--- src/hdl/irq_ctrl_cfg.svh ---
/*
 Bit positions, reset values and encodings of the two interrupt control registers.
 Assumes inclusion by bare name from both end modules and the testbench files.
*/
`ifndef IRQ_CTRL_CFG_SVH
`define IRQ_CTRL_CFG_SVH
// ==========================================================
// Main control register fields
`define BIT_GLOBAL_HIGH 7
`define BIT_PERIPH_LOW 6
`define BIT_TMR0_EN 5
`define BIT_INT0_EN 4
`define BIT_PB_EN 3
`define BIT_TMR0_FLAG 2
`define BIT_INT0_FLAG 1
`define BIT_PB_FLAG 0
`define MAIN_RESET 8'h00
// ==========================================================
// Secondary control register fields
`define BIT_PULLUP_DIS_N 7
`define BIT_EDGE0 6
`define BIT_EDGE1 5
`define BIT_EDGE2 4
`define BIT_TMR0_PRIO 2
`define BIT_PB_PRIO 0
`define SEC_RESET 8'hF5
`define SEC_WMASK 8'hF5
// ==========================================================
// Register select codes and host register byte addresses
`define SEL_MAIN 1'b0
`define SEL_SEC 1'b1
`define ADDR_CMD 12'h000
`define ADDR_WDATA 12'h004
`define ADDR_RDATA 12'h008
`define ADDR_STATUS 12'h00C
`define ADDR_IRQ_STAT 12'h010
`define ADDR_IRQ_MASK 12'h014
`define CMD_GO_BIT 0
`define CMD_WRITE_BIT 1
`define CMD_SEL_BIT 2
`endif

--- src/hdl/irq_ctrl_pkg.sv ---
/*
 Types shared by the interrupt control ends.
 Assumes the cfg header for numeric constants.
*/
package irq_ctrl_pkg;
    typedef logic [7:0] reg_byte_t;
    typedef enum logic [2:0] {
        host_idle = 3'b001,
        host_req = 3'b010,
        host_wait = 3'b100
    } host_state_t;
endpackage

--- src/hdl/irq_ctrl_if.sv ---
/*
 Link between the interrupt control register block and the core-side controller.
 Assumes both ends share core_clk.
*/
`timescale 1ns/1ps
interface irq_ctrl_if;
    logic reg_req;
    logic reg_write;
    logic reg_sel;
    logic [7:0] reg_wdata;
    logic [7:0] reg_rdata;
    logic reg_ack;
    logic irq_high;
    logic irq_low;
    modport device
    (
        input reg_req,
        input reg_write,
        input reg_sel,
        input reg_wdata,
        output reg_rdata,
        output reg_ack,
        output irq_high,
        output irq_low
    );
    modport host
    (
        output reg_req,
        output reg_write,
        output reg_sel,
        output reg_wdata,
        input reg_rdata,
        input reg_ack,
        input irq_high,
        input irq_low
    );
endinterface

--- src/hdl/core_interrupt_control_regs.sv ---
/*
 Interrupt control register block: main and secondary control registers, flags,
 edge detection, priority routing, port pull-up control.
 Assumes source pins are asynchronous; the request on the link is a one-cycle pulse.
*/
// Design decisions made here: the link interface to the registers and the routing of flags to the two request lines.
`timescale 1ns/1ps
`include "irq_ctrl_cfg.svh"
module core_interrupt_control_regs
    import irq_ctrl_pkg::*;
#(
    parameter int PINS = 4
)
(
    input wire logic core_clk,
    input wire logic reset_n,
    irq_ctrl_if.device link,
    input wire logic priority_mode_enable,
    input wire logic periph_irq_pending,
    input wire logic periph_irq_high_pending,
    input wire logic periph_irq_low_pending,
    input wire logic timer_overflow_pulse,
    input wire logic ext_irq_zero_pin,
    input wire logic ext_irq_one_pin,
    input wire logic ext_irq_two_pin,
    input wire logic [PINS-1:0] portb_pins,
    input wire logic [PINS-1:0] portb_is_input,
    input wire logic [PINS-1:0] per_pin_change_enable,
    input wire logic [PINS-1:0] per_pin_weak_pullup_enable,
    input wire logic portb_read_pulse,
    output logic [PINS-1:0] pullup_on,
    output logic ext_irq_one_event,
    output logic ext_irq_two_event
);
    // ==========================================================
    // Synchronisers
    logic [2:0] ext_meta;
    logic [2:0] ext_sync;
    logic [2:0] ext_prev;
    logic [PINS-1:0] pb_meta;
    logic [PINS-1:0] pb_sync;
    logic [PINS-1:0] pb_latched;
    always_ff @(posedge core_clk)
    begin
        if (!reset_n)
        begin
            ext_meta <= 3'h0;
            ext_sync <= 3'h0;
            ext_prev <= 3'h0;
            pb_meta <= '0;
            pb_sync <= '0;
        end
        else
        begin
            ext_meta <= {ext_irq_two_pin, ext_irq_one_pin, ext_irq_zero_pin};
            ext_sync <= ext_meta;
            ext_prev <= ext_sync;
            pb_meta <= portb_pins;
            pb_sync <= pb_meta;
        end
    end
    // ==========================================================
    // Registers
    reg_byte_t main_reg;
    reg_byte_t sec_reg;
    logic [4:0] enables;
    logic [2:0] flags;
    logic [2:0] edge_sel;
    logic [2:0] ext_edge;
    logic [PINS-1:0] mismatch;
    logic pb_change;
    logic main_wr;
    logic sec_wr;
    assign edge_sel = {sec_reg[`BIT_EDGE2], sec_reg[`BIT_EDGE1], sec_reg[`BIT_EDGE0]};
    genvar g;
    generate
        for (g = 0; g < 3; g++)
        begin : gen_edge
            // Rising when select is one, falling otherwise
            assign ext_edge[g] = edge_sel[g] ? (ext_sync[g] & ~ext_prev[g])
                                             : (~ext_sync[g] & ext_prev[g]);
        end
        for (g = 0; g < PINS; g++)
        begin : gen_pin
            // Mismatch against last port read, per-pin gated
            assign mismatch[g] = per_pin_change_enable[g] & (pb_sync[g] != pb_latched[g]);
        end
    endgenerate
    assign pb_change = |mismatch;
    // Enables and flags live in separate processes, one writer each
    assign main_reg = {enables, flags};
    assign main_wr = link.reg_req & link.reg_write & (link.reg_sel == `SEL_MAIN);
    assign sec_wr = link.reg_req & link.reg_write & (link.reg_sel == `SEL_SEC);

    always_ff @(posedge core_clk)
    begin
        if (!reset_n)
            pb_latched <= '0;
        else if (portb_read_pulse)
            pb_latched <= pb_sync; // Port read ends mismatch
    end

    // Enable bits plain software storage
    always_ff @(posedge core_clk)
    begin
        if (!reset_n)
            enables <= 5'(`MAIN_RESET >> 3);
        else if (main_wr)
            enables <= link.reg_wdata[7:3];
    end

    // Sticky flags, hardware set wins over software clear
    always_ff @(posedge core_clk)
    begin
        if (!reset_n)
            flags <= 3'h0;
        else
        begin
            flags[`BIT_TMR0_FLAG] <= timer_overflow_pulse
                | (main_wr ? link.reg_wdata[`BIT_TMR0_FLAG] : flags[`BIT_TMR0_FLAG]);
            flags[`BIT_INT0_FLAG] <= ext_edge[0]
                | (main_wr ? link.reg_wdata[`BIT_INT0_FLAG] : flags[`BIT_INT0_FLAG]);
            flags[`BIT_PB_FLAG] <= pb_change
                | (main_wr ? link.reg_wdata[`BIT_PB_FLAG] : flags[`BIT_PB_FLAG]);
        end
    end

    always_ff @(posedge core_clk)
    begin
        if (!reset_n)
            sec_reg <= `SEC_RESET;
        else if (sec_wr)
            sec_reg <= link.reg_wdata & `SEC_WMASK;
    end
    // ==========================================================
    // Link answers
    always_ff @(posedge core_clk)
    begin
        if (!reset_n)
        begin
            link.reg_ack <= 1'b0;
            link.reg_rdata <= 8'h00;
        end
        else
        begin
            link.reg_ack <= link.reg_req;
            if (link.reg_req && !link.reg_write)
                link.reg_rdata <= (link.reg_sel == `SEL_MAIN) ? main_reg : sec_reg;
        end
    end
    // ==========================================================
    // Interrupt routing
    logic tmr_req;
    logic int0_req;
    logic pb_req;
    logic gie;
    logic pel;
    assign gie = main_reg[`BIT_GLOBAL_HIGH];
    assign pel = main_reg[`BIT_PERIPH_LOW];
    assign tmr_req = main_reg[`BIT_TMR0_EN] & main_reg[`BIT_TMR0_FLAG];
    assign int0_req = main_reg[`BIT_INT0_EN] & main_reg[`BIT_INT0_FLAG];
    assign pb_req = main_reg[`BIT_PB_EN] & main_reg[`BIT_PB_FLAG];

    always_ff @(posedge core_clk)
    begin
        if (!reset_n)
        begin
            link.irq_high <= 1'b0;
            link.irq_low <= 1'b0;
        end
        else if (!priority_mode_enable)
        begin
            // Core sources need only bit 7; peripherals need bit 6 too
            link.irq_high <= gie & (tmr_req | int0_req | pb_req | (pel & periph_irq_pending));
            link.irq_low <= 1'b0;
        end
        else
        begin
            // External zero is always high priority
            link.irq_high <= gie & (int0_req | periph_irq_high_pending
                | (tmr_req & sec_reg[`BIT_TMR0_PRIO]) | (pb_req & sec_reg[`BIT_PB_PRIO]));
            // Low priority also needs bit 7 set
            link.irq_low <= gie & pel & (periph_irq_low_pending
                | (tmr_req & ~sec_reg[`BIT_TMR0_PRIO]) | (pb_req & ~sec_reg[`BIT_PB_PRIO]));
        end
    end
    // ==========================================================
    // Pull-ups and other edge outputs
    always_ff @(posedge core_clk)
    begin
        if (!reset_n)
        begin
            pullup_on <= '0;
            ext_irq_one_event <= 1'b0;
            ext_irq_two_event <= 1'b0;
        end
        else
        begin
            pullup_on <= {PINS{~sec_reg[`BIT_PULLUP_DIS_N]}} & portb_is_input
                & per_pin_weak_pullup_enable;
            ext_irq_one_event <= ext_edge[1];
            ext_irq_two_event <= ext_edge[2];
        end
    end
endmodule

--- src/flat_wrapper.sv ---
// flat-port wrapper written by rule: the top's interface ports become plain ports
module core_interrupt_control_regs_flat import irq_ctrl_pkg::*;
#(
    parameter int PINS = 4
)
  (core_clk, reset_n, priority_mode_enable, periph_irq_pending, periph_irq_high_pending, periph_irq_low_pending, timer_overflow_pulse, ext_irq_zero_pin, ext_irq_one_pin, ext_irq_two_pin, portb_pins, portb_is_input, per_pin_change_enable, per_pin_weak_pullup_enable, portb_read_pulse, pullup_on, ext_irq_one_event, ext_irq_two_event, link_reg_req, link_reg_write, link_reg_sel, link_reg_wdata, link_reg_rdata, link_reg_ack, link_irq_high, link_irq_low);
  irq_ctrl_if link_i ();
  input wire logic core_clk;
  input wire logic reset_n;
  input wire logic priority_mode_enable;
  input wire logic periph_irq_pending;
  input wire logic periph_irq_high_pending;
  input wire logic periph_irq_low_pending;
  input wire logic timer_overflow_pulse;
  input wire logic ext_irq_zero_pin;
  input wire logic ext_irq_one_pin;
  input wire logic ext_irq_two_pin;
  input wire logic [PINS-1:0] portb_pins;
  input wire logic [PINS-1:0] portb_is_input;
  input wire logic [PINS-1:0] per_pin_change_enable;
  input wire logic [PINS-1:0] per_pin_weak_pullup_enable;
  input wire logic portb_read_pulse;
  output logic [PINS-1:0] pullup_on;
  output logic ext_irq_one_event;
  output logic ext_irq_two_event;
  input wire logic [$bits(link_i.reg_req)-1:0] link_reg_req;
  input wire logic [$bits(link_i.reg_write)-1:0] link_reg_write;
  input wire logic [$bits(link_i.reg_sel)-1:0] link_reg_sel;
  input wire logic [$bits(link_i.reg_wdata)-1:0] link_reg_wdata;
  output wire logic [$bits(link_i.reg_rdata)-1:0] link_reg_rdata;
  output wire logic [$bits(link_i.reg_ack)-1:0] link_reg_ack;
  output wire logic [$bits(link_i.irq_high)-1:0] link_irq_high;
  output wire logic [$bits(link_i.irq_low)-1:0] link_irq_low;
  assign link_i.reg_req = link_reg_req;
  assign link_i.reg_write = link_reg_write;
  assign link_i.reg_sel = link_reg_sel;
  assign link_i.reg_wdata = link_reg_wdata;
  assign link_reg_rdata = link_i.reg_rdata;
  assign link_reg_ack = link_i.reg_ack;
  assign link_irq_high = link_i.irq_high;
  assign link_irq_low = link_i.irq_low;
  core_interrupt_control_regs #(.PINS(PINS)) u_core (.core_clk(core_clk), .reset_n(reset_n), .link(link_i), .priority_mode_enable(priority_mode_enable), .periph_irq_pending(periph_irq_pending), .periph_irq_high_pending(periph_irq_high_pending), .periph_irq_low_pending(periph_irq_low_pending), .timer_overflow_pulse(timer_overflow_pulse), .ext_irq_zero_pin(ext_irq_zero_pin), .ext_irq_one_pin(ext_irq_one_pin), .ext_irq_two_pin(ext_irq_two_pin), .portb_pins(portb_pins), .portb_is_input(portb_is_input), .per_pin_change_enable(per_pin_change_enable), .per_pin_weak_pullup_enable(per_pin_weak_pullup_enable), .portb_read_pulse(portb_read_pulse), .pullup_on(pullup_on), .ext_irq_one_event(ext_irq_one_event), .ext_irq_two_event(ext_irq_two_event));
endmodule
--- config.mk ---
export PLATFORM = sky130hd
export DESIGN_NAME = core_interrupt_control_regs_flat
export DESIGN_NICKNAME = d
export VERILOG_FILES = /design/src/hdl/irq_ctrl_pkg.sv /design/src/hdl/irq_ctrl_if.sv /design/src/hdl/core_interrupt_control_regs.sv /design/src/flat_wrapper.sv
export VERILOG_INCLUDE_DIRS = /design/src /design/src/hdl
export SDC_FILE = /design/constraint.sdc
export NUM_CORES = 1
export LEC_CHECK = 0
export BUFFER_PORTS_ARGS = -buffer_cell sky130_fd_sc_hd__buf_4
export CORE_MARGIN = 2
export CORE_UTILIZATION = 40
export CTS_CLUSTER_DIAMETER = 80
export DETAILED_ROUTE_END_ITERATION = 16
export GPL_TIMING_DRIVEN = 0
export PLACE_DENSITY_LB_ADDON = 0.08
export SETUP_SLACK_MARGIN = 0.5
export SYNTH_ARGS = -nofsm -noshare
export SYNTH_HDL_FRONTEND = slang
export SYNTH_SLANG_ARGS = --single-unit
--- constraint.sdc ---
create_clock -name core_clk -period 1.5 [get_ports core_clk]
set_clock_uncertainty 0.15 [all_clocks]
set_input_delay 0.075 -clock core_clk [delete_from_list [all_inputs] [get_ports core_clk]]
set_output_delay 0.075 -clock core_clk [all_outputs]
set_load 0.05 [all_outputs]
After elaboration in Yosys (flattened, before gate mapping)
Index checks and enable logic that the tools add are counted.
- multiplexer cells: 8
- reductions and logical operators: 4
- eq/ne operators: 4
- bitwise operators: 48
- operators by type and width (operator ; count):
    AND 1 bit ; 25
    OR 1 bit ; 11
    inverter 1 bit ; 10
    AND 4 bit ; 2
    two-way mux 8 bit ; 1
    two-way mux 1 bit ; 7
    inequality test 1 bit ; 4
    OR reduction 4 bit ; 1
    AND reduction 2 bit ; 1
    logical AND 1 bit ; 1
    logical NOT 1 bit ; 1
- logic and storage cells: 80
- output and inout port bits: 17
- input bits: 38
- bits in registers: 52

Depth between registers and ports, before layout
Gate-level depths: netlist of run 1.
- word-level depth: 6
- depth in mapped cells: 5
- gate-level depth less buffers: 3

Worst setup path before layout of run 1
Ideal clock, no wire load.
- path type: register to register
- start point: reg u_core.link.reg_rdata[5] (netlist name)
- end point: reg u_core.link.reg_rdata[5]
- library setup time: 0.079 ns
- clock period less this slack: 1.131 ns
- path buffers: 0
- cell stages (with the launch flop): 3
- slack: 0.369 ns
- arrival time: 0.902 ns
- data required time: 1.271 ns
- cell sequence: dfxtp_1 nor2_1 a211oi_2
- RTL lines (element ; RTL line ; RTL):
    to (signal assigned) ; core_interrupt_control_regs.sv:148 ; link.reg_rdata <= (link.reg_sel == `SEL_MAIN) ? main_reg : sec_reg;
    to (decl) ; irq_ctrl_if.sv:21 ; output reg_rdata,

Worst setup path after layout of run 1
- start point: reg u_core.enables[1]
- end point: reg u_core.link.irq_high
- longest elaborated chain between the ends: 6
- elaborated cells between the ends (all ways): 10
- classes of those cells: mux (1); bitwise (9)
- ends and longest elaborated chain (element ; RTL line ; RTL):
    from (decl) ; core_interrupt_control_regs.sv:66 ; logic [4:0] enables;
    from (signal assigned) ; core_interrupt_control_regs.sv:107 ; enables <= 5'(`MAIN_RESET >> 3);
    from (signal assigned) ; core_interrupt_control_regs.sv:109 ; enables <= link.reg_wdata[7:3];
    AND 1 bit * ; core_interrupt_control_regs.sv:161 ; assign int0_req = main_reg[`BIT_INT0_EN] & main_reg[`BIT_INT0_FLAG];
    OR 1 bit, on equally long branches (3 in series) ; core_interrupt_control_regs.sv:174, core_interrupt_control_regs.sv:180 ;
    AND 1 bit, on equally long branches ; core_interrupt_control_regs.sv:174, core_interrupt_control_regs.sv:180 ;
    two-way mux 1 bit * ; core_interrupt_control_regs.sv:171 ; else if (!priority_mode_enable)
    to (signal assigned) ; core_interrupt_control_regs.sv:174 ; link.irq_high <= gie & (tmr_req | int0_req | pb_req | (pel & periph_irq_pending));
    to (signal assigned) ; core_interrupt_control_regs.sv:180 ; link.irq_high <= gie & (int0_req | periph_irq_high_pending
    to (decl) ; irq_ctrl_if.sv:23 ; output irq_high,
Mark *: on every way between the ends. The rest lies on a longest branch, timed or not.
A chain may end at the register's enable or synchronous reset.

==> flow_metrics.py, run 1 <==
metrics = {
    "finish": {
        "multi_input_area_um2": 794.5,
        "largest_register_ffs": 8,
        "syn_to_final_growth_pct": 57.34,
        "fillCellCount": 375,
        "drive_above_1_share": 0.3723,
        "post-route-util": 0.6667,
        "num_antenna_cells": 0,
        "final_area_mm2": 0.002963,
        "regArea_mm2": 0.001072,
        "fin_nets": 319,
    },
    "timing": {
        "rsz0062_at_grt": "yes",
        "max_slew.worst_pin.slew_ns": 0.4944,
        "fin_crit_ns": 1.132,
        "setup_viol": 0,
        "finalHoldViolations": 5,
        "final.period_utilization": 0.7546,
        "drv_slew": 0,
        "relSlewSlack": 0.6704,
        "hold_ws_ns": -0.04093,
        "setup_tns_ns": 0,
        "fmax_mhz": 883.5,
    },
    "worst_setup_path": {
        "cp-end-kind": "flop",
        "arrival_ns": 1.18,
        "crit_required_ns": 1.54,
        "crit_slowest_cell": "dfxtp_2",
        "crit_chain": "a22oi_2 > nand2_1 > o311a_1",
        "path_max_fanout": 2,
        "slowest_delay_ns": 0.33,
        "cp-start-kind": "flop",
        "worstSetupPathType": "reg -> reg",
    },
    "global_route": {
        "grt_pass1_wl_mm": 7.300,
        "grt_max_degree": 16,
        "antenna_found_initial": 0,
        "grt_pass1_vias": 1601,
        "grt-ovfl-total": 0,
        "track_usage": 0.1824,
    },
    "power": {
        "leakage_nw": 1.375,
        "ir_drop_uv": 486.7,
        "power_density_mw_per_mm2": 964.9,
    },
    "run_status": {
        "violations": "hold timing",
        "status": "finished, violations left",
    },
    "detailed_routing": {
        "avgViaCountPerCell": 4.877,
        "dr_total_vias": 1629,
        "drt_iter0_markers": 40,
        "drt-total-wl_mm": 4.680,
        "drc": 0,
        "wl_per_cell_um": 14.01,
        "first_pass_iters": 4,
        "ant_nets": 0,
    },
    "synthesis": {
        "syn_avg_cell_area_um2": 10.12,
        "synth_top_cell_area_share": 0.5528,
        "ys_top_cells_by_area": "dfxtp_1 55%, mux2i_1 9.6%, and2_1 5.6%",
        "synth_ff_type": "dfxtp_1",
        "synth_cells": 186,
        "yosys_warnings": 0,
        "synth.most_common_cell": "dfxtp_1",
        "syn_nets": 224,
        "synth_cell_types": 30,
        "yosysSeqAreaShare": 0.5528,
        "synth_area_mm2": 0.001883,
        "ys_top_cells_by_count": "52 x dfxtp_1, 20 x nand2_1, 19 x nor2_1",
        "yosysTopAreaCell": "dfxtp_1",
        "synth_edf_count": 0,
        "ys_ff_latch": 52,
        "async_reset_ff_frac": 0,
    },
    "placed_design": {
        "numPortBuffers": 53,
        "dpl_cell_area_mm2": 0.002356,
        "place_congestion": 0.7584,
        "hpwl_mm": 2.911,
    },
    "die": {
        "io_pins": 55,
        "fp.dieH_um": 72.61,
        "rows": 24,
        "core_region_area_mm2": 0.004444,
        "die_area_mm2": 0.005272,
        "die_w_um": 72.61,
        "start_util": 0.4237,
    },
    "clock_network": {
        "clock_sinks": 52,
        "cts.path.max_buffers": 2,
        "clk_pin_slew_ns": 0.09,
        "cts_tree": "built",
        "cts-root-buf": "clkbuf_8",
        "numCtsBuffers": 5,
        "cts_max_level": 2,
        "insertion_delay_ns": 0.30,
    },
    "run": {
        "maxCapViolCount": 0,
    },
    "hold_path": {
        "hp-class": "in -> reg",
    },
}
## per-layer routing
metal	routed length [um]	GRT usage
met4	47	0.04938
met2	2245	0.3040
met5	0	0
met1	2153	0.2364
met3	233	0.04420
## placed cells by master (no fill, tap or decap), types with 4 or more instances in the layout
master / netlist / layout
nand3b_1: 6 / 6
and3_1: 4 / 4
dfxtp_1: 52 / 27
and2_1: 17 / 17
nand2_1: 20 / 20
clkbuf_8: 0 / 5
mux2i_1: 18 / 18
a21oi_1: 7 / 7
buf_8: 1 / 15
buf_6: 0 / 4
nand3_1: 7 / 7
a211oi_1: 4 / 4
buf_4: 2 / 42
dfxtp_2: 0 / 25
dlygate4sd3_1: 0 / 30
nor2_1: 19 / 18
## kinds of logic after synthesis
kind of cell    after synthesis  share of synthesized area
simple gates                 78                     0.2140
compound gates               22                    0.08306
buf+inv                      12                    0.03587
xor+xnor                      4                    0.01860
mux                          18                    0.09568
flops                        52                     0.5528
## what timing repair did
action	CTS	global route
resized for setup	34	19
endpoints found under the hold margin	34	8
pin swaps	3	6
hold buffers	27	3
setup endpoints to repair	19	28
gates cloned	0	0
setup buffers	4	1
## final timing paths
path | start | endpoint | slack, ns | depth (start not counted)
worst min-delay path | per_pin_change_enable[1] | u_core.flags[0]$_SDFF_PN0_ | -0.04 | 3
worst max register to register | u_core.enables[1]$_SDFFE_PN0P_ | u_core.link.irq_high$_SDFF_PN0_ | 0.37 | 3
worst min register to register | u_core.pb_meta[0]$_SDFF_PN0_ | u_core.pb_sync[0]$_SDFF_PN0_ | 0.29 | 1
worst max-delay path | u_core.enables[1]$_SDFFE_PN0P_ | u_core.link.irq_high$_SDFF_PN0_ | 0.37 | 3
## layout make-up
cell class,count,area share
flip-flops and latches,52,0.3619
repair buffers,88,0.2889
multi-input cells,122,0.2682
clock buffers,6,0.02449
well taps,52,0.02196
plain buffers,9,0.01900
clock inverters,2,0.01182
inverters,3,0.003801
## power breakdown
part / total [mW] / switching (mW) / leakage, nW / internal, mW
logic: 0.426 / 0.190 / 0.884 / 0.236
registers: 1.48 / 0.0407 / 0.435 / 1.44
clock network: 0.948 / 0.453 / 0.0552 / 0.496
## worst max-delay path, delay by kind of cell, from the launching register on
kind            cells  cell delay (ns)
compound gates      2             0.46
flops               1             0.33
simple gates        1             0.08
## per-stage QoR
| stage | instances | power [mW] | setup WS (ns) |
|---|---|---|---|
| after floorplan | 186 | 1.688 | 0.4401 |
| after global placement | 291 | 1.831 | 0.3112 |
| after detailed placement | 291 | 1.834 | 0.3010 |
| after CTS | 330 | 2.854 | 0.3538 |
| after global routing | 334 | 2.975 | 0.3520 |
| final | 334 | 2.859 | 0.3681 |
(Power assumes the default switching activity.)
==> run 2: changes to the inputs <==
--- a/config.mk
+++ b/config.mk
@@ -6,6 +6,7 @@
 export SDC_FILE = /design/constraint.sdc
 export NUM_CORES = 1
 export LEC_CHECK = 0
+export ABC_AREA = 1
 export BUFFER_PORTS_ARGS = -buffer_cell sky130_fd_sc_hd__buf_4
 export CORE_MARGIN = 2
 export CORE_UTILIZATION = 40
==> constraint.sdc (replaced) <==
create_clock -name core_clk -period 1.15 [get_ports core_clk]
set_clock_uncertainty 0.15 [all_clocks]
set_input_delay 0.0575 -clock core_clk [delete_from_list [all_inputs] [get_ports core_clk]]
set_output_delay 0.0575 -clock core_clk [all_outputs]
set_load 0.05 [all_outputs]
==> flow_metrics.py, run 2 <==
metrics = {
    "global_route": {
        "top_usage_layer": "met2",
        "grt-ovfl-total": 0,
        "met2_usage": 0.2996,
        "track_usage": 0.1752,
        "antenna_found_initial": 0,
        "met3_usage": 0.05014,
        "grt_pass1_vias": 1594,
        "grt_max_degree": 15,
        "gr-usage-met1": 0.2123,
        "grt_pass1_wl_mm": 7.231,
    },
    "die": {
        "io_pins": 55,
        "die_area_mm2": 0.005507,
        "start_util": 0.4175,
        "fp.dieH_um": 74.21,
        "die_w_um": 74.21,
        "rows": 25,
        "core_region_area_mm2": 0.004723,
    },
    "synthesis": {
        "synth.most_common_cell": "nand2_1",
        "yosysTopAreaCell": "dfxtp_1",
        "synth_top_cell_area_share": 0.5279,
        "async_reset_ff_frac": 0,
        "synth_cell_types": 23,
        "syn_nets": 295,
        "synth_area_mm2": 0.001972,
        "ys_ff_latch": 52,
        "synth_edf_count": 0,
        "yosysSeqAreaShare": 0.5279,
        "synth_cells": 257,
        "syn_avg_cell_area_um2": 7.673,
        "yosys_warnings": 0,
        "ys_top_cells_by_area": "dfxtp_1 53%, nand2_1 13%, inv_1 8.2%",
        "synth_ff_type": "dfxtp_1",
        "ys_top_cells_by_count": "66 x nand2_1, 52 x dfxtp_1, 43 x inv_1",
    },
    "worst_setup_path": {
        "cp-start-kind": "flop",
        "path_max_fanout": 2,
        "crit_required_ns": 0.94,
        "cp_top_family": "flip-flops",
        "arrival_ns": 0.80,
        "crit_slowest_cell": "dfxtp_4",
        "slowest_delay_ns": 0.37,
        "r2r-start": "u_core.flags[0]$_SDFF_PN0_",
        "worstSetupStartpoint": "u_core.link.reg_rdata[6]$_SDFFE_PN0P_",
        "crit_chain": "buf_8",
        "cp-end-kind": "output port",
        "worstSetupPathType": "reg -> out",
        "crit_buf_inv": 1,
    },
    "finish": {
        "fillCellCount": 401,
        "largest_register_ffs": 8,
        "fin_nets": 363,
        "final_common_cell": "nand2_1",
        "final_area_mm2": 0.003014,
        "drive_above_1_share": 0.5276,
        "num_antenna_cells": 0,
        "final_cell_mix": "57 x nand2_1, 39 x buf_4, 34 x inv_1",
        "syn_to_final_growth_pct": 52.86,
    },
    "detailed_routing": {
        "avgViaCountPerCell": 4.499,
        "drt-total-wl_mm": 4.407,
        "dr_total_vias": 1768,
        "first_pass_iters": 4,
        "drc": 0,
        "ant_nets": 0,
        "drt_iter0_markers": 57,
        "wl_per_cell_um": 11.21,
    },
    "timing": {
        "rsz0062_at_grt": "yes",
        "fin_crit_ns": 1.010,
        "setup_tns_ns": 0,
        "fmax_mhz": 990.2,
        "max_slew.worst_pin.slew_ns": 0.3426,
        "hold_ws_ns": -0.2133,
        "finalHoldViolations": 39,
        "relSlewSlack": 0.7716,
        "final.period_utilization": 0.8781,
        "drv_slew": 0,
        "setup_viol": 0,
    },
    "clock_network": {
        "cts_max_level": 2,
        "clock_sinks": 52,
        "cts.path.max_buffers": 2,
        "cts_tree": "built",
        "cts-root-buf": "clkbuf_8",
        "numCtsBuffers": 5,
        "insertion_delay_ns": 0.30,
        "clk_pin_slew_ns": 0.08,
    },
    "power": {
        "seq_power_share": 0.553,
        "power.internal_mw": 2.573,
        "power_frac_comb": 0.167,
        "ir_drop_uv": 771.6,
        "clkPwrFrac": 0.280,
        "power_mw": 3.497,
        "swShare": 0.2641,
        "power_switching_mw": 0.9236,
        "leakage_nw": 1.446,
        "power_density_mw_per_mm2": 1160,
    },
    "run": {
        "maxCapViolCount": 0,
    },
    "placed_design": {
        "dpl_cell_area_mm2": 0.002587,
        "place_congestion": 0.8507,
        "numPortBuffers": 53,
        "hpwl_mm": 3.109,
    },
    "run_status": {
        "violations": "hold timing",
        "status": "finished, violations left",
    },
    "hold_path": {
        "hp-class": "in -> reg",
        "min_from": "portb_pins[3]",
    },
}
-- run 2: cell types whose count changed in the layout (fill, tap and decap cells not counted), sizes merged, moves of 3 or more --
| cell | previous run | this run |
|---|---|---|
| a211oi | 6 | 0 |
| a21oi | 7 | 27 |
| a22oi | 3 | 0 |
| and2 | 18 | 0 |
| and3 | 5 | 0 |
| dlygate4sd3 | 30 | 0 |
| inv | 3 | 47 |
| mux2i | 18 | 0 |
| nand2 | 20 | 66 |
| nand3 | 7 | 13 |
| nand3b | 6 | 3 |
| o21ai | 0 | 20 |
| xor2 | 4 | 0 |
-- run 2: logic make-up after synthesis --
family / after synthesis / synth area share
buffers and inverters: 54 / 0.1142
flip-flops: 52 / 0.5279
AND/OR/NAND/NOR: 103 / 0.2240
AO/OA/AOI/OAI: 48 / 0.1339
-- run 2: power groups by stage --
stage	registers, mW	logic (mW)	clock network [mW]
2_1_floorplan	2.02	0.221	0
5_1_grt	1.94	0.638	1.10
4_1_cts	1.93	0.553	1.02
3_3_place_gp	1.95	0.482	0
6_report	1.93	0.585	0.979
3_5_place_dp	1.96	0.489	0
-- run 2: worst paths after layout --
kind,cells after the start,end,slack [ns]
setup / recovery,1,link_reg_rdata[6],0.14
hold / removal,3,u_core.pb_meta[3]$_SDFF_PN0_,-0.21
setup reg to reg,5,u_core.flags[0]$_SDFF_PN0_,0.15
hold reg to reg,2,u_core.ext_sync[2]$_SDFF_PN0_,0.26
-- run 2: through the flow --
step / setup WS (ns) / utilization / std cells
after global routing: 0.08975 / 0.6381 / 393
after detailed placement: 0.03540 / 0.5478 / 377
after global placement: 0.04318 / 0.5478 / 377
after floorplan: 0.2205 / - / 257
after CTS: 0.1294 / 0.6114 / 388
final: 0.1401 / 0.6381 / 393
-- run 2: what timing repair did --
action	4_1_cts	5_1_grt
pin swaps	28	23
endpoints found under the hold margin	40	39
buffers inserted	3	5
endpoints found under the setup margin	53	56
gates resized for setup	72	36
-- run 2: final cells by class --
type                    instances  area [um^2]  share of cell area
clock inverters                 1        3.754            0.001245
well taps                      67        83.83             0.02781
repair buffers                 61        604.3              0.2005
flip-flops and latches         52         1142              0.3790
plain buffers                   6        63.81             0.02117
inverters                      48        200.2             0.06642
clock buffers                   7        76.32             0.02532
multi-input cells             151        839.6              0.2785
-- run 2: metal layers --
layer | share of wire | routed length, um
met5 | 0 | 0
met4 | 0.018 | 78
met3 | 0.047 | 206
met2 | 0.50 | 2191
met1 | 0.44 | 1930
==> run 3: changes to the inputs <==
--- a/config.mk
+++ b/config.mk
@@ -9,8 +9,9 @@
 export ABC_AREA = 1
 export BUFFER_PORTS_ARGS = -buffer_cell sky130_fd_sc_hd__buf_4
 export CORE_MARGIN = 2
-export CORE_UTILIZATION = 40
+export CORE_UTILIZATION = 51
 export CTS_CLUSTER_DIAMETER = 80
+export CTS_CLUSTER_SIZE = 28
 export DETAILED_ROUTE_END_ITERATION = 16
 export GPL_TIMING_DRIVEN = 0
 export PLACE_DENSITY_LB_ADDON = 0.08
==> flow_metrics.py, run 3 (synthesis results as in run 2) <==
metrics = {
    "run_status": {
        "status": "finished, violations left",
        "violations": "hold timing",
    },
    "worst_setup_path": {
        "crit_required_ns": 1.20,
        "r2r-start": "u_core.enables[0]$_SDFFE_PN0P_",
        "crit_end": "u_core.link.irq_high$_SDFF_PN0_",
        "cp-end-kind": "flop",
        "reg2regPathDepth": 6,
        "worstSetupPathType": "reg -> reg",
        "timing.rr.end": "u_core.link.irq_high$_SDFF_PN0_",
        "reg2reg_slack_ns": 0.11,
        "cp-start-kind": "flop",
        "path_max_fanout": 2,
        "arrival_ns": 1.09,
        "worstSetupStartpoint": "u_core.enables[0]$_SDFFE_PN0P_",
    },
    "detailed_routing": {
        "dr_total_vias": 1836,
        "drc": 0,
        "avgViaCountPerCell": 4.922,
        "drt_iter0_markers": 85,
        "drt-total-wl_mm": 4.920,
        "wl_per_cell_um": 13.19,
        "ant_nets": 0,
        "first_pass_iters": 4,
    },
    "finish": {
        "final_common_cell": "nand2_1",
        "num_antenna_cells": 0,
        "largest_register_ffs": 8,
        "syn_to_final_growth_pct": 52.73,
        "final_area_mm2": 0.003012,
        "fillCellCount": 237,
        "fin_nets": 362,
        "drive_above_1_share": 0.5354,
        "final_cell_mix": "62 x nand2_1, 38 x buf_4, 34 x inv_1",
    },
    "clock_network": {
        "cts.path.max_buffers": 2,
        "clk_pin_slew_ns": 0.09,
        "cts-root-buf": "clkbuf_8",
        "numCtsBuffers": 5,
        "cts_tree": "built",
        "cts_max_level": 2,
        "insertion_delay_ns": 0.30,
        "clock_sinks": 52,
    },
    "run": {
        "maxCapViolCount": 0,
    },
    "power": {
        "ir_drop_uv": 1307,
        "leakage_nw": 1.451,
        "power_mw": 3.586,
        "power_density_mw_per_mm2": 1191,
    },
    "timing": {
        "max_slew.worst_pin.slew_ns": 0.3178,
        "fin_crit_ns": 1.036,
        "hold_ws_ns": -0.2119,
        "fin_ws_ns": 0.1145,
        "drv_slew": 0,
        "rsz0062_at_grt": "yes",
        "setup_viol": 0,
        "final.period_utilization": 0.9005,
        "finalHoldViolations": 39,
        "setup_tns_ns": 0,
        "fmax_mhz": 965.7,
        "relSlewSlack": 0.7881,
    },
    "die": {
        "die_area_mm2": 0.004380,
        "fp.dieH_um": 66.18,
        "io_pins": 55,
        "die_w_um": 66.18,
        "core_region_area_mm2": 0.003689,
        "start_util": 0.5346,
        "rows": 22,
    },
    "placed_design": {
        "dp_slack_ns": 0.04027,
        "numPortBuffers": 53,
        "dpl_cell_area_mm2": 0.002564,
        "hpwl_mm": 3.016,
        "place_congestion": 0.8136,
    },
    "global_route": {
        "grt_max_degree": 15,
        "met2_usage": 0.4350,
        "met3_usage": 0.05111,
        "gr-usage-met1": 0.2613,
        "antenna_found_initial": 0,
        "grt-ovfl-total": 0,
        "top_usage_layer": "met2",
        "grt_pass1_vias": 1841,
        "grt_pass1_wl_mm": 7.721,
        "track_usage": 0.2330,
    },
    "hold_path": {
        "hp-class": "in -> reg",
    },
}
[run 3: final cells by class]
| type | instances | area [um^2] | share of cell area |
|---|---|---|---|
| flip-flops and latches | 52 | 1141 | 0.3789 |
| multi-input cells | 151 | 850.8 | 0.2825 |
| repair buffers | 60 | 605.6 | 0.2011 |
| inverters | 48 | 200.2 | 0.06647 |
| clock buffers | 8 | 90.09 | 0.02991 |
| plain buffers | 6 | 63.81 | 0.02119 |
| well taps | 48 | 60.06 | 0.01994 |
[run 3: worst min-delay path by stage]
stage | start | end | slack, ns | cells past startpoint
finish | ext_irq_one_pin | u_core.ext_meta[1]$_SDFF_PN0_ | -0.21 | 3
global route | ext_irq_one_pin | u_core.ext_meta[1]$_SDFF_PN0_ | -0.21 | 3
CTS | ext_irq_zero_pin | u_core.ext_meta[0]$_SDFF_PN0_ | -0.22 | 3
detailed placement | ext_irq_zero_pin | u_core.ext_meta[0]$_SDFF_PN0_ | 0.09 | 3
global placement | ext_irq_one_pin | u_core.ext_meta[1]$_SDFF_PN0_ | 0.09 | 3
floorplan | portb_read_pulse | u_core.pb_latched[0]$_SDFFE_PN0P_ | -0.002 | 1
[run 3: report_power, final]
| group | total [mW] | internal [mW] | switching [mW] |
|---|---|---|---|
| Clock | 1.05 | 0.492 | 0.553 |
| Sequential | 1.94 | 1.87 | 0.0676 |
| Combinational | 0.605 | 0.284 | 0.321 |
[run 3: stage by stage]
step,util,instances,hold WS [ns]
after global routing,0.8165,373,-0.2079
final,0.8165,373,-0.2119
after detailed placement,0.6950,358,0.09334
after floorplan,-,257,-0.002455
after global placement,0.6950,358,0.08846
after CTS,0.7904,373,-0.2164
[run 3: critical path, cell delays in order, from the launching register on]
cell and delay (ns):
dfxtp_2 0.34, nand2_2 0.09, inv_2 0.06, a21oi_2 0.12, nand3_1 0.09, nand2_1 0.07, inv_1 0.03
[run 3: layer usage]
metal | wire length, um | share of wire
met1 | 1869 | 0.38
met3 | 290 | 0.059
met4 | 59 | 0.012
met5 | 0 | 0
met2 | 2701 | 0.55
[run 3: repair_timing]
action                                  CTS  global route
pin swaps                                22             7
hold endpoints to repair                 40            39
endpoints found under the setup margin   54            60
buffers inserted                          7             0
gates resized for setup                  77            31
